==> src/smbcs_map.svh <==
// smbcs_map.svh: register offsets, field positions, reset values and timing.
// Assumes a 32-bit AHB-Lite word map and a 100 MHz system clock.
// Operation
// - upper four control bits form status vector
// - flags report master/slave and transmit/receive
// - start flag set on start seen or made
// - start flag set: become master, start when free
// - start flag is cleared only by software
// - master stop flag: stop after next ack
// - hardware clears stop flag after stop made
// - slave: stop flag marks observed stop
// - slave: stop write turns receiver into transmitter
// - start and stop both set: stop, then start
// - ack written when receiving, sampled when transmitting
// - ack-needed flag set after each received byte
// - no ack written before clear gives nack
// - sda follows ack write; scl low till clear
// - after address nack ignore slave events till start
// - arbitration loss sets flag; slave loss is error
// - clearing event flag clears arbitration-lost flag
// - event flag set at transfer edges, bytes, loss
// - event flag set holds scl low, stalls bus; code holds scl only while master or slave
// - vector 1110 reports master start generated
// - vector 1100 nack: restart or stop
// - ack: load, stop, restart; no data gives receiver
`ifndef SMBCS_MAP_SVH
`define SMBCS_MAP_SVH
`define SMBCS_OFF_CTRL 8'h00
`define SMBCS_OFF_DATA 8'h04
`define SMBCS_OFF_CONF 8'h08
`define SMBCS_B_MASTER 7
`define SMBCS_B_TX 6
`define SMBCS_B_START 5
`define SMBCS_B_STOP 4
`define SMBCS_B_ACKNEED 3
`define SMBCS_B_ARB 2
`define SMBCS_B_ACK 1
`define SMBCS_B_SI 0
`define SMBCS_B_EN 0
`define SMBCS_CTRL_RST 8'h00
`define SMBCS_DATA_RST 8'h00
`define SMBCS_CONF_RST 1'h0
`define SMBCS_ACK_BIT 4'h8
`define SMBCS_END_BIT 4'h9
`define SMBCS_CLK_NS 10
`define SMBCS_HALF_NS 5000
`endif

==> src/smbcs_pkg.sv <==
// smbcs_pkg.sv: types shared by the two-wire control and status block.
// Assumes the constants of smbcs_map.svh are included where needed.
package smbcs_pkg;
  typedef enum logic [2:0] {
    M_IDLE, M_START, M_LOW, M_HIGH, M_STOP, M_STOPH, M_RS, M_RSH
  } smbcs_mst_t;
endpackage

==> src/smbcs_ctl.sv <==
// smbcs_ctl.sv: two-wire control/status engine with an AHB-Lite register slave.
// Assumes open-drain scl/sda resolved outside, one AHB master, clk at 100 MHz.
//
// Chosen here: the AHB-Lite slave port and the address map.
`timescale 1ns/100ps
`include "smbcs_map.svh"
module smbcs_ctl import smbcs_pkg::*; #(
  parameter int HALF_NS = `SMBCS_HALF_NS
) (
  input wire logic clk,
  input wire logic resetn,
  input wire logic hsel,
  input wire logic [31:0] haddr,
  input wire logic [1:0] htrans,
  input wire logic hwrite,
  input wire logic [2:0] hsize,
  input wire logic [31:0] hwdata,
  input wire logic hready,
  output logic [31:0] hrdata,
  output logic hreadyout,
  output logic hresp,
  input wire logic scl_i,
  output logic scl_o,
  output logic scl_oe,
  input wire logic sda_i,
  output logic sda_o,
  output logic sda_oe
);
  // least half period, rounded up, never below one cycle
  localparam int HALF_I = (HALF_NS + `SMBCS_CLK_NS - 1) / `SMBCS_CLK_NS;
  localparam logic [15:0] HALF_CYC = 16'((HALF_I < 1) ? 1 : HALF_I);

  // one-hot decode {conf, data, ctrl}; only haddr[7:0] is decoded
  function automatic logic [2:0] smbcs_dec(input logic [7:0] a);
    logic [2:0] s;
    s = 3'h0;
    if (a == `SMBCS_OFF_CTRL) begin
      s = 3'h1;
    end else if (a == `SMBCS_OFF_DATA) begin
      s = 3'h2;
    end else if (a == `SMBCS_OFF_CONF) begin
      s = 3'h4;
    end
    return s;
  endfunction

  logic scl_m1_q, scl_s_q, scl_p_q;
  logic sda_m1_q, sda_s_q, sda_p_q;
  logic wr_pend_q;
  logic [7:0] wr_addr_q;
  logic [31:0] hrdata_q;
  logic hreadyout_q, hresp_q;
  logic en_q;
  smbcs_mst_t state_q;
  logic [15:0] tmr_q;
  logic scl_m_q, sda_m_q, sda_d_q;
  logic go_stop_q, go_rs_q;
  logic [3:0] cnt_q;
  logic [7:0] sh_q;
  logic master_q, slave_q, tx_q, adr_q, ign_q, rw_q;
  logic start_q, stop_q, ackneed_q, arb_q, ack_q, si_q;
  logic busy_q, dwr_q;
  logic scl_oe_q, sda_oe_q, scl_o_q, sda_o_q;

  // two flops on each pin, then a third stage for edge finding
  always_ff @(posedge clk) begin
    if (!resetn) begin
      scl_m1_q <= 1'b1;
      scl_s_q <= 1'b1;
      scl_p_q <= 1'b1;
      sda_m1_q <= 1'b1;
      sda_s_q <= 1'b1;
      sda_p_q <= 1'b1;
    end else begin
      scl_m1_q <= scl_i;
      scl_s_q <= scl_m1_q;
      scl_p_q <= scl_s_q;
      sda_m1_q <= sda_i;
      sda_s_q <= sda_m1_q;
      sda_p_q <= sda_s_q;
    end
  end

  // bus edges and conditions, seen only through the synchronised copies
  wire scl_rise = scl_s_q & ~scl_p_q;
  wire scl_fall = ~scl_s_q & scl_p_q;
  wire bus_start = scl_s_q & scl_p_q & sda_p_q & ~sda_s_q;
  wire bus_stop = scl_s_q & scl_p_q & ~sda_p_q & sda_s_q;

  // register bus decode
  wire take = hsel & hready & htrans[1];
  wire [2:0] rsel = smbcs_dec(haddr[7:0]);
  wire [2:0] wsel = smbcs_dec(wr_addr_q);
  wire wr_ctrl = wr_pend_q & wsel[0];
  wire wr_data = wr_pend_q & wsel[1];
  wire wr_conf = wr_pend_q & wsel[2];
  wire [7:0] wd = hwdata[7:0];
  wire ctrl_rd_stop = stop_q;
  wire [7:0] ctrl_rd = {master_q, tx_q, start_q, ctrl_rd_stop,
                        ackneed_q, arb_q, ack_q, si_q};
  wire [31:0] rd_word = rsel[0] ? {24'h000000, ctrl_rd} :
                        rsel[1] ? {24'h000000, sh_q} :
                        rsel[2] ? {31'h00000000, en_q} : 32'h00000000;

  // zero-wait slave: read data latched in the address phase
  always_ff @(posedge clk) begin
    if (!resetn) begin
      wr_pend_q <= 1'b0;
      wr_addr_q <= 8'h00;
      hrdata_q <= 32'h00000000;
      hreadyout_q <= 1'b0;
      hresp_q <= 1'b0;
    end else begin
      wr_pend_q <= take & hwrite;
      wr_addr_q <= take ? haddr[7:0] : wr_addr_q;
      hrdata_q <= (take & ~hwrite) ? rd_word : hrdata_q;
      hreadyout_q <= 1'b1;
      hresp_q <= 1'b0;
    end
  end

  // enable bit; off releases both pins and idles the engine
  always_ff @(posedge clk) begin
    if (!resetn) begin
      en_q <= `SMBCS_CONF_RST;
    end else if (wr_conf) begin
      en_q <= wd[`SMBCS_B_EN];
    end
  end

  // events of the byte engine
  wire role_on = master_q | slave_q;
  wire tmr_done = tmr_q == 16'h0000;
  wire at_ack = cnt_q == `SMBCS_ACK_BIT;
  wire at_end = cnt_q == `SMBCS_END_BIT;
  wire at_zero = cnt_q == 4'h0;
  wire bit_phase = cnt_q < `SMBCS_ACK_BIT;
  wire ev_rise = role_on & scl_rise;
  wire ev_fall = role_on & scl_fall;
  wire ev_rxbyte = ev_fall & at_ack & ~tx_q;
  wire ev_txbyte = ev_fall & at_end & tx_q;
  wire ev_arb = ev_rise & bit_phase & tx_q & sh_q[7] & ~sda_s_q;
  wire ev_mstart = (state_q == M_START) & tmr_done;
  wire ev_sstart = en_q & bus_start & ~master_q & (state_q == M_IDLE);
  // only an addressed slave reports a stop; our own stop is seen after role drops
  wire ev_sstop = en_q & bus_stop & slave_q & ~master_q & ~ign_q;
  wire ev_mstop = (state_q == M_STOPH) & tmr_done & scl_s_q;
  wire ev_adr_end = ev_fall & at_end & slave_q & adr_q;
  wire si_clr = wr_ctrl & ~wd[`SMBCS_B_SI] & si_q;
  wire hw_si = ev_rxbyte | ev_txbyte | ev_arb | ev_mstart | ev_sstop;
  wire mst_go = en_q & start_q & ~slave_q & ~busy_q & ~master_q & ~si_q;
  wire w_start = wd[`SMBCS_B_START];
  wire w_stop = wd[`SMBCS_B_STOP];

  // event flag: a hardware set wins over a software clear
  always_ff @(posedge clk) begin
    if (!resetn) begin
      si_q <= 1'b0;
      arb_q <= 1'b0;
      ackneed_q <= 1'b0;
    end else begin
      si_q <= hw_si | (si_q & ~si_clr);
      arb_q <= ev_arb | (arb_q & ~si_clr);
      ackneed_q <= ev_rxbyte | (ackneed_q & ~si_clr);
    end
  end

  // start flag: set by hardware, never cleared by it
  always_ff @(posedge clk) begin
    if (!resetn) begin
      start_q <= 1'b0;
    end else if (ev_mstart | ev_sstart) begin
      start_q <= 1'b1;
    end else if (wr_ctrl) begin
      start_q <= w_start;
    end
  end

  // stop flag: request as master, observation as slave
  always_ff @(posedge clk) begin
    if (!resetn) begin
      stop_q <= 1'b0;
    end else if (ev_sstop) begin
      stop_q <= 1'b1;
    end else if (ev_mstop) begin
      stop_q <= 1'b0;
    end else if (wr_ctrl & (~slave_q | ~w_stop)) begin
      stop_q <= w_stop;
    end
  end

  // ack bit: outgoing value when receiving, sampled value when sending
  always_ff @(posedge clk) begin
    if (!resetn) begin
      ack_q <= 1'b0;
    end else if (ev_rxbyte) begin
      ack_q <= 1'b0;
    end else if (ev_rise & at_ack & tx_q) begin
      ack_q <= ~sda_s_q;
    end else if (wr_ctrl) begin
      ack_q <= wd[`SMBCS_B_ACK];
    end
  end

  // bus busy between any start and stop
  always_ff @(posedge clk) begin
    if (!resetn) begin
      busy_q <= 1'b0;
    end else if (bus_start) begin
      busy_q <= 1'b1;
    end else if (bus_stop) begin
      busy_q <= 1'b0;
    end
  end

  // read/write bit of a slave address, kept apart from the data register
  always_ff @(posedge clk) begin
    if (!resetn) begin
      rw_q <= 1'b0;
    end else if (ev_rxbyte & adr_q) begin
      rw_q <= sh_q[0];
    end
  end

  // role and direction
  always_ff @(posedge clk) begin
    if (!resetn) begin
      master_q <= 1'b0;
      slave_q <= 1'b0;
      tx_q <= 1'b0;
      adr_q <= 1'b0;
      ign_q <= 1'b0;
    end else if (ev_arb | ~en_q) begin
      master_q <= 1'b0;
      slave_q <= 1'b0;
    end else if (ev_mstart) begin
      master_q <= 1'b1;
      tx_q <= 1'b1;
    end else if (ev_mstop) begin
      master_q <= 1'b0;
    end else if (ev_sstart) begin
      slave_q <= 1'b1;
      tx_q <= 1'b0;
      adr_q <= 1'b1;
      ign_q <= 1'b0;
    end else if (ev_sstop) begin
      slave_q <= 1'b0;
    end else if (ev_adr_end) begin
      adr_q <= 1'b0;
      slave_q <= ack_q;
      ign_q <= ~ack_q;
      tx_q <= ack_q & rw_q;
    end else if (ev_txbyte & slave_q & ~ack_q) begin
      slave_q <= 1'b0;
      tx_q <= 1'b0;
    end else if (si_clr & master_q & tx_q & at_zero & ~dwr_q & ~w_start & ~w_stop) begin
      tx_q <= 1'b0;
    end else if (si_clr & slave_q & w_stop) begin
      tx_q <= 1'b1;
    end
  end

  // bit engine: count, shift and data drive; stalls with the event flag
  always_ff @(posedge clk) begin
    if (!resetn) begin
      cnt_q <= 4'h0;
      sh_q <= `SMBCS_DATA_RST;
      sda_d_q <= 1'b0;
    end else if (ev_mstart | ev_sstart) begin
      cnt_q <= 4'h0;
      sda_d_q <= 1'b0;
    end else if (ev_arb | ~role_on) begin
      sda_d_q <= 1'b0;
      sh_q <= wr_data ? wd : sh_q;
    end else if (ev_rise) begin
      sh_q <= bit_phase ? {sh_q[6:0], sda_s_q} : sh_q;
      cnt_q <= 4'(cnt_q + 4'h1);
    end else if (ev_fall & at_end) begin
      cnt_q <= 4'h0;
      sda_d_q <= slave_q & adr_q & rw_q & ack_q & ~sh_q[7];
    end else if (ev_fall & ~at_zero) begin
      sda_d_q <= bit_phase & tx_q & ~sh_q[7];
    end else if (wr_ctrl & at_ack & ~tx_q) begin
      sda_d_q <= wd[`SMBCS_B_ACK];
    end else if (si_clr & at_zero & tx_q & dwr_q) begin
      // a fresh byte puts its bit 7 on sda now, unless a master stop or restart request keeps sda free
      sda_d_q <= ~sh_q[7] & ~(master_q & (w_start | w_stop));
    end else if (wr_data) begin
      sh_q <= wd;
    end
  end

  // software data load marker, for the switch to master receiver
  always_ff @(posedge clk) begin
    if (!resetn) begin
      dwr_q <= 1'b0;
    end else if (wr_data) begin
      dwr_q <= 1'b1;
    end else if (si_clr) begin
      dwr_q <= 1'b0;
    end
  end

  // master clock generator; waits out clock stretching in every high phase
  always_ff @(posedge clk) begin
    if (!resetn) begin
      state_q <= M_IDLE;
      tmr_q <= 16'h0000;
      scl_m_q <= 1'b0;
      sda_m_q <= 1'b0;
      go_stop_q <= 1'b0;
      go_rs_q <= 1'b0;
    end else if (ev_arb | ~en_q) begin
      state_q <= M_IDLE;
      scl_m_q <= 1'b0;
      sda_m_q <= 1'b0;
      go_stop_q <= 1'b0;
      go_rs_q <= 1'b0;
    end else begin
      if (si_clr & master_q) begin
        go_stop_q <= w_stop;
        go_rs_q <= w_start & ~w_stop;
      end
      case (state_q)
        M_IDLE: begin
          scl_m_q <= 1'b0;
          sda_m_q <= 1'b0;
          if (mst_go) begin
            sda_m_q <= 1'b1;
            tmr_q <= HALF_CYC;
            state_q <= M_START;
          end
        end
        M_START: begin
          if (tmr_done) begin
            scl_m_q <= 1'b1;
            tmr_q <= HALF_CYC;
            state_q <= M_LOW;
          end else begin
            tmr_q <= 16'(tmr_q - 16'h0001);
          end
        end
        M_LOW: begin
          // the low time restarts after a stall so the first bit is full width
          if (si_q) begin
            tmr_q <= HALF_CYC;
          end else if (!tmr_done) begin
            sda_m_q <= 1'b0; // start hold ends while scl is low, so bit 7 sets up
            tmr_q <= 16'(tmr_q - 16'h0001);
          end else if (go_stop_q & at_zero) begin
            go_stop_q <= 1'b0;
            sda_m_q <= 1'b1;
            tmr_q <= HALF_CYC;
            state_q <= M_STOP;
          end else if (go_rs_q & at_zero) begin
            go_rs_q <= 1'b0;
            sda_m_q <= 1'b0;
            tmr_q <= HALF_CYC;
            state_q <= M_RS;
          end else begin
            sda_m_q <= 1'b0;
            scl_m_q <= 1'b0;
            tmr_q <= HALF_CYC;
            state_q <= M_HIGH;
          end
        end
        M_HIGH: begin
          if (!scl_s_q) begin
            tmr_q <= HALF_CYC;
          end else if (tmr_done) begin
            scl_m_q <= 1'b1;
            tmr_q <= HALF_CYC;
            state_q <= M_LOW;
          end else begin
            tmr_q <= 16'(tmr_q - 16'h0001);
          end
        end
        M_STOP, M_RS: begin
          if (tmr_done) begin
            scl_m_q <= 1'b0;
            tmr_q <= HALF_CYC;
            state_q <= (state_q == M_STOP) ? M_STOPH : M_RSH;
          end else begin
            tmr_q <= 16'(tmr_q - 16'h0001);
          end
        end
        M_STOPH: begin
          if (!scl_s_q) begin
            tmr_q <= HALF_CYC;
          end else if (tmr_done) begin
            sda_m_q <= 1'b0;
            state_q <= M_IDLE;
          end else begin
            tmr_q <= 16'(tmr_q - 16'h0001);
          end
        end
        M_RSH: begin
          if (!scl_s_q) begin
            tmr_q <= HALF_CYC;
          end else if (tmr_done) begin
            sda_m_q <= 1'b1;
            tmr_q <= HALF_CYC;
            state_q <= M_START;
          end else begin
            tmr_q <= 16'(tmr_q - 16'h0001);
          end
        end
        default: begin
          state_q <= M_IDLE;
        end
      endcase
    end
  end

  // pin drivers; one flop of delay keeps every output registered
  always_ff @(posedge clk) begin
    if (!resetn) begin
      scl_oe_q <= 1'b0;
      sda_oe_q <= 1'b0;
      scl_o_q <= 1'b0;
      sda_o_q <= 1'b0;
    end else begin
      scl_oe_q <= en_q & (scl_m_q | (si_q & role_on));
      sda_oe_q <= en_q & (sda_m_q | sda_d_q);
      scl_o_q <= 1'b0;
      sda_o_q <= 1'b0;
    end
  end

  assign hrdata = hrdata_q;
  assign hreadyout = hreadyout_q;
  assign hresp = hresp_q;
  assign scl_o = scl_o_q;
  assign scl_oe = scl_oe_q;
  assign sda_o = sda_o_q;
  assign sda_oe = sda_oe_q;
endmodule

==> config.mk <==
export PLATFORM = sky130hd
export DESIGN_NAME = smbcs_ctl
export DESIGN_NICKNAME = d
export VERILOG_FILES = /design/src/smbcs_pkg.sv /design/src/smbcs_ctl.sv
export VERILOG_INCLUDE_DIRS = /design/src
export SDC_FILE = /design/constraint.sdc
export NUM_CORES = 1
export LEC_CHECK = 0
export BUFFER_PORTS_ARGS = -buffer_cell sky130_fd_sc_hd__buf_4
export CORE_ASPECT_RATIO = 1.75
export CORE_UTILIZATION = 44
export DETAILED_ROUTE_END_ITERATION = 7
export PLACE_DENSITY_LB_ADDON = 0.2
export SLEW_MARGIN = 25
export SYNTH_ARGS = -nofsm -noshare
export SYNTH_HDL_FRONTEND = slang
export SYNTH_SLANG_ARGS = --single-unit
==> constraint.sdc <==
create_clock -name clk -period 4.2 [get_ports clk]
set_input_delay 0.84 -clock clk [delete_from_list [all_inputs] [get_ports clk]]
set_output_delay 0.84 -clock clk [all_outputs]
set_load 0.01 [all_outputs]
Yosys cells after proc, flatten, opt, wreduce, memory -nomap -nowiden

Cells that the tools add are included.

Input bits: 76
Word-level logic and storage cells: 335
Output and inout bits: 38
Bits in registers: 101

Magnitude comparators: 1
Bitwise logic cells: 125
$add $sub $neg: 2
Eq/ne operators: 33
Mux-type cells: 103
Reductions and logical operators: 35

Operators with widths:

| kind                                                                   | count |
|---|---|
| 16-bit two-way mux                                                     | 6 |
| 1-bit bitwise AND                                                      | 81 |
| 8-bit two-way mux                                                      | 10 |
| 16-bit case mux with 5 select lines                                    | 1 |
| 1-bit two-way mux                                                      | 62 |
| 3-bit two-way mux                                                      | 18 |
| 1-bit inverter                                                         | 29 |
| 2-bit inequality test (second input constant)                          | 13 |
| 3-bit case mux with 7 select lines                                     | 1 |
| 3-bit inequality test (second input constant)                          | 6 |
| 8-bit by 3-bit equality test with 1-bit output (second input constant) | 2 |
| 8-bit by 4-bit equality test with 1-bit output (second input constant) | 2 |
| 16-bit logical NOT                                                     | 1 |
| 8-bit logical NOT                                                      | 2 |
| 16-bit by 1-bit subtractor with 16-bit output (second input constant)  | 1 |
| 1-bit bitwise OR                                                       | 15 |
| 2-bit nonzero test                                                     | 7 |
| 3-bit equality test (second input constant)                            | 4 |
| 6-bit AND reduction                                                    | 2 |
| 4-bit nonzero test                                                     | 3 |
| 2-bit OR reduction                                                     | 5 |
| 9-bit AND reduction                                                    | 1 |
| 4-bit equality test (second input constant)                            | 2 |
| 4-bit two-way mux                                                      | 2 |
| other kinds (19)                                                       | 23 |

Longest topological paths before layout

Depth after elaboration: 20
Mapped depth: 9
Depth with buffers taken out: 8

Worst setup path before layout

OpenSTA, ideal clock, no wires.

Kind: input-to-reg
From: input haddr[7]
To: register hrdata_q[1] (netlist: hrdata[1])
Data required time: 4.114 ns
Stages on the path: 5
Setup time: 0.086 ns
Slack: 2.022 ns
Buffers on the path: 0
Arrival: 2.092 ns
Cell sequence: nor4_1 > nand2_1 > nor3b_1 > a22oi_1 > a211oi_1

Longest elaborated chain between the ends: 5
Elaborated cells between the ends (all ways): 6
Classes of those cells: 1 x eq/ne; 4 x mux; 1 x reduce/logical

Ends and longest elaborated chain:

| what                                                     | line             | text |
|---|---|---|
| start: declaration                                       | smbcs_ctl.sv:13  | `input wire logic [31:0] haddr,` |
| 8-bit by 3-bit equality test with 1-bit output (no line) | -                |  |
| 3-bit two-way mux                                        | smbcs_ctl.sv:39  | `` end else if (a == `SMBCS_OFF_DATA) begin `` |
| 3-bit two-way mux (*)                                    | smbcs_ctl.sv:37  | `` if (a == `SMBCS_OFF_CTRL) begin `` |
| 8-bit two-way mux                                        | smbcs_ctl.sv:102 | `rsel[1] ? {24'h000000, sh_q} :` |
| 8-bit two-way mux (*)                                    | smbcs_ctl.sv:101 | `wire [31:0] rd_word = rsel[0] ? {24'h000000, ctrl_rd} :` |
| end signal: assignment                                   | smbcs_ctl.sv:116 | `hrdata_q <= (take & ~hwrite) ? rd_word : hrdata_q;` |
| end: declaration                                         | smbcs_ctl.sv:51  | `logic [31:0] hrdata_q;` |

Every way passes the cells marked *; elsewhere a longest branch is shown, timed or not.
A chain may end at the register's enable or synchronous reset.

Final worst setup path

From: register state_q[0]
To: register state_q[0]

Longest elaborated chain between the ends: 4
Elaborated cells between the ends (all ways): 22
Classes of those cells: 16 x eq/ne; 3 x mux; 3 x reduce/logical

Ends and longest elaborated chain:

| what                            | line             | text |
|---|---|---|
| start: declaration              | smbcs_ctl.sv:54  | `smbcs_mst_t state_q;` |
| start signal: assignment        | smbcs_ctl.sv:382 | `state_q <= (state_q == M_STOP) ? M_STOPH : M_RSH;` |
| 3-bit equality test             | smbcs_ctl.sv:324 | `case (state_q)` |
| 2-bit OR reduction              | smbcs_ctl.sv:324 |  |
| 2-bit inequality test (no line) | -                |  |
| 9-bit AND reduction (no line)   | -                |  |

Several ways; a longest one is shown, not always the timed one. The select of a mux whose other input is x is not followed.

==> results_dict.tcl <==
set metrics [dict create \
    clk_pin_slew_ps 60 \
    placed_cells 703 \
    die_h_um 137 \
    layout_common_cells "dfxtp_1 (77), nand2_1 (73), nor2_1 (52)" \
    grt_pass1_wl_um 19600 \
    grt_util_met2_pct 44.4 \
    cap_violations 0 \
    rr_worst_depth 6 \
    grt_max_degree 46 \
    io_pins 114 \
    layout_commonest_cell "dfxtp_1" \
    synth_edf_count 0 \
    dr.pass1.iters 7 \
    path_class "register to register" \
    synthFlopType "dfxtp_1" \
    stdcell_count 719 \
    finClkSkew_ps 6.41 \
    worstHoldPathCells 1 \
    top_usage_layer "met2" \
    worstReg2RegEnd "state_q[0]$_SDFFE_PP0P_" \
    fin_area_um2 5100 \
    cts_sinks 77 \
    status "completed" \
    vias 4294 \
    gp_congestion 0.884 \
    ys_ff_latch 77 \
    cts-root-buf "clkbuf_16" \
    share_seq_of_total_power_pct 46.0 \
    cts_tree "yes" \
    crit_arrival_ps 2980 \
    ys_types 81 \
    antenna_found_initial 0 \
    drc 0 \
    numPortBuffers 34 \
    core_um2 10200 \
    setup_viol 0 \
    cts.hold.buffers_added 0 \
    min_period_over_period_pct 66.0 \
    power_density_nw_per_um2 318 \
    routed_wl_um 12400 \
    hold_path_class "register to register" \
    avgSynthCellArea_um2 8.09 \
    critPathSlowestCell "dfxtp_1" \
    power_switching_mw 0.389 \
    drive_gt1_share_pct 14.4 \
    hold_ws_ps 407 \
    critPathLaunchType "register" \
    path_cells "clkinv_1, ha_1, a2111oi_0, o2111ai_1, a311oi_1, a211oi_1" \
    swShare_pct 23.9 \
    rrSetupSlack_ps 1430 \
    vdd_drop_max_mv 0.243 \
    synthToLayoutAreaGrowth_pct 10.6 \
    rsz0062_at_grt "false" \
    synthCells 570 \
    tightest_slew_ps 869 \
    die_w_um 79.4 \
    h-tree-depth 3 \
    end_kind "register" \
    n_antenna_cell 0 \
    placed_area_um2 4790 \
    seq_area_frac_synth_pct 33.4 \
    rows 49 \
    max_freq_mhz 361 \
    layout_min_cycle_time_ps 2770 \
    setup-tns-final_ps 0 \
    die-area_um2 10900 \
    syn-cell-area_um2 4610 \
    combPwrFrac_pct 4.9 \
    cp_max_fo 18 \
    power.leakage_nw 1.92 \
    clk_latency_ps 340 \
    cts_buffers 9 \
    drt_iter0_drc 213 \
    fillers 1019 \
    synthArstFlopShare_pct 0 \
    cts_setup_buffers 0 \
    start_util_pct 45.0 \
    cp_data_required_time_ps 4410 \
    track_usage_pct 23.3 \
    slew_headroom_pct 41.8 \
    final_nets 672 \
    yosysWarnings 0 \
    dp_hpwl_um 9260 \
    r2r_start "state_q[0]$_SDFFE_PP0P_" \
    grtUsageMet1_pct 22.2 \
    p_int_mw 1.23 \
    hold_path_end "scl_s_q$_SDFF_PN1_" \
    clk_path_buf_depth 2 \
    vias_per_cell 5.97 \
    met3_usage_pct 3.64 \
    cpPeakStageDelay_ps 700 \
    wl_per_cell_um 17.2 \
    cts_resized 0 \
    grt.overflow.total 0 \
    hold_viol 0 \
    grt_pass1_vias 4057 \
    finalMaxSlewViolations 0 \
    p_clk_share_pct 49.1 \
    antenna_left 0 \
    place_ws_ps 1360 \
    hp-start "scl_m1_q$_SDFF_PN1_" \
    worst_slack_ps 1430 \
]
## metal layers
metal  share of wire (%)  routed length (um)
met4                 5.3                 658
met1                  37                4540
met2                  54                6710
met5                   0                   0
met3                 3.9                 489
## cells in the mapped netlist (3+ instances only)
cell       count  share of area, %
dfxtp_1       77                33
nand2_1       73               5.9
nor2_1        52               4.2
a21oi_1       47               5.1
o21ai_0       30               3.3
buf_4         28               4.6
clkbuf_1      21               1.7
a211oi_1      13               2.1
inv_1         13               1.1
mux2i_1       13               2.8
nand3_1       13               1.4
nand2b_1      12               1.6
nor3_1        12               1.3
a22oi_1        9               1.5
ha_1           9               2.4
nand4_1        9               1.2
nor3b_1        8               1.3
o2111ai_1      7               1.3
nand3b_1       6              0.98
nor2b_1        6              0.81
o211ai_1       6              0.98
o31ai_1        6              0.98
a31oi_1        5              0.68
and3_1         4              0.54
a311oi_1       3              0.57
and4_1         3              0.57
buf_2          3              0.33
buf_6          3              0.73
nor4_2         3              0.81
o22ai_1        3              0.41
o32ai_1        3              0.57
or3_1          3              0.41
xor2_1         3              0.57
## registers in the layout, summed over array words and instances, names as in the netlist, 3 cells and up
signal / flops
hrdata: 8
state_q: 3
sh_q: 8
cnt_q: 4
tmr_q: 16
wr_addr_q: 8
## critical path: cells and delay by family, from the launching register on
family	cells	cell delay, ps
buf+inv	1	440
compound gates	4	1090
fa+ha+maj	1	390
flops	1	700
## worst max path at each step
stage / startpoint / end / slack (ps)
5_1_grt: state_q[0]$_SDFFE_PP0P_ / state_q[0]$_SDFFE_PP0P_ / 1180
2_1_floorplan: haddr[7] / hrdata[1]$_SDFFE_PN0P_ / 2020
3_3_place_gp: haddr[7] / hrdata[5]$_SDFFE_PN0P_ / 1450
4_1_cts: state_q[0]$_SDFFE_PP0P_ / state_q[0]$_SDFFE_PP0P_ / 1450
3_5_place_dp: haddr[7] / hrdata[2]$_SDFFE_PN0P_ / 1360
6_report: state_q[0]$_SDFFE_PP0P_ / state_q[0]$_SDFFE_PP0P_ / 1430
## final cells by class
cell class                 count  area [um^2]  share of cell area (%)
multi-input combinational    448         2770                    54.4
sequential                    77         1540                    30.2
timing repair buffer          36          270                    5.30
clock buffer                  10          229                    4.49
tap                          127          159                    3.12
clock inverter                 6         71.3                    1.40
inverter                      15         56.3                    1.10
## cells by family after synthesis
family | Yosys count | synth area share, %
AO/OA/AOI/OAI | 162 | 24.2
XOR/XNOR | 4 | 0.760
adder cells (fa/ha/maj) | 9 | 2.44
buffers and inverters | 71 | 8.66
flip-flops | 77 | 33.4
multiplexers | 14 | 3.07
other | 1 | 0.0813
AND/OR/NAND/NOR | 232 | 27.4
## power by group through the flow
stage                     combinational [mW]  clock (mW)  sequential, mW
after global placement                0.0769           0           0.763
final                                 0.0793       0.798           0.746
after floorplan                       0.0626           0           0.762
after global routing                  0.0866       0.849           0.747
after detailed placement              0.0786           0           0.763
after CTS                             0.0787       0.818           0.746
## per-stage QoR
step           utilization [%]  total power, mW
2_1_floorplan                -            0.824
3_3_place_gp              46.8            0.839
3_5_place_dp              46.8            0.842
4_1_cts                   49.8             1.64
5_1_grt                   49.8             1.68
6_report                  49.8             1.62
(Power assumes the default switching activity.)
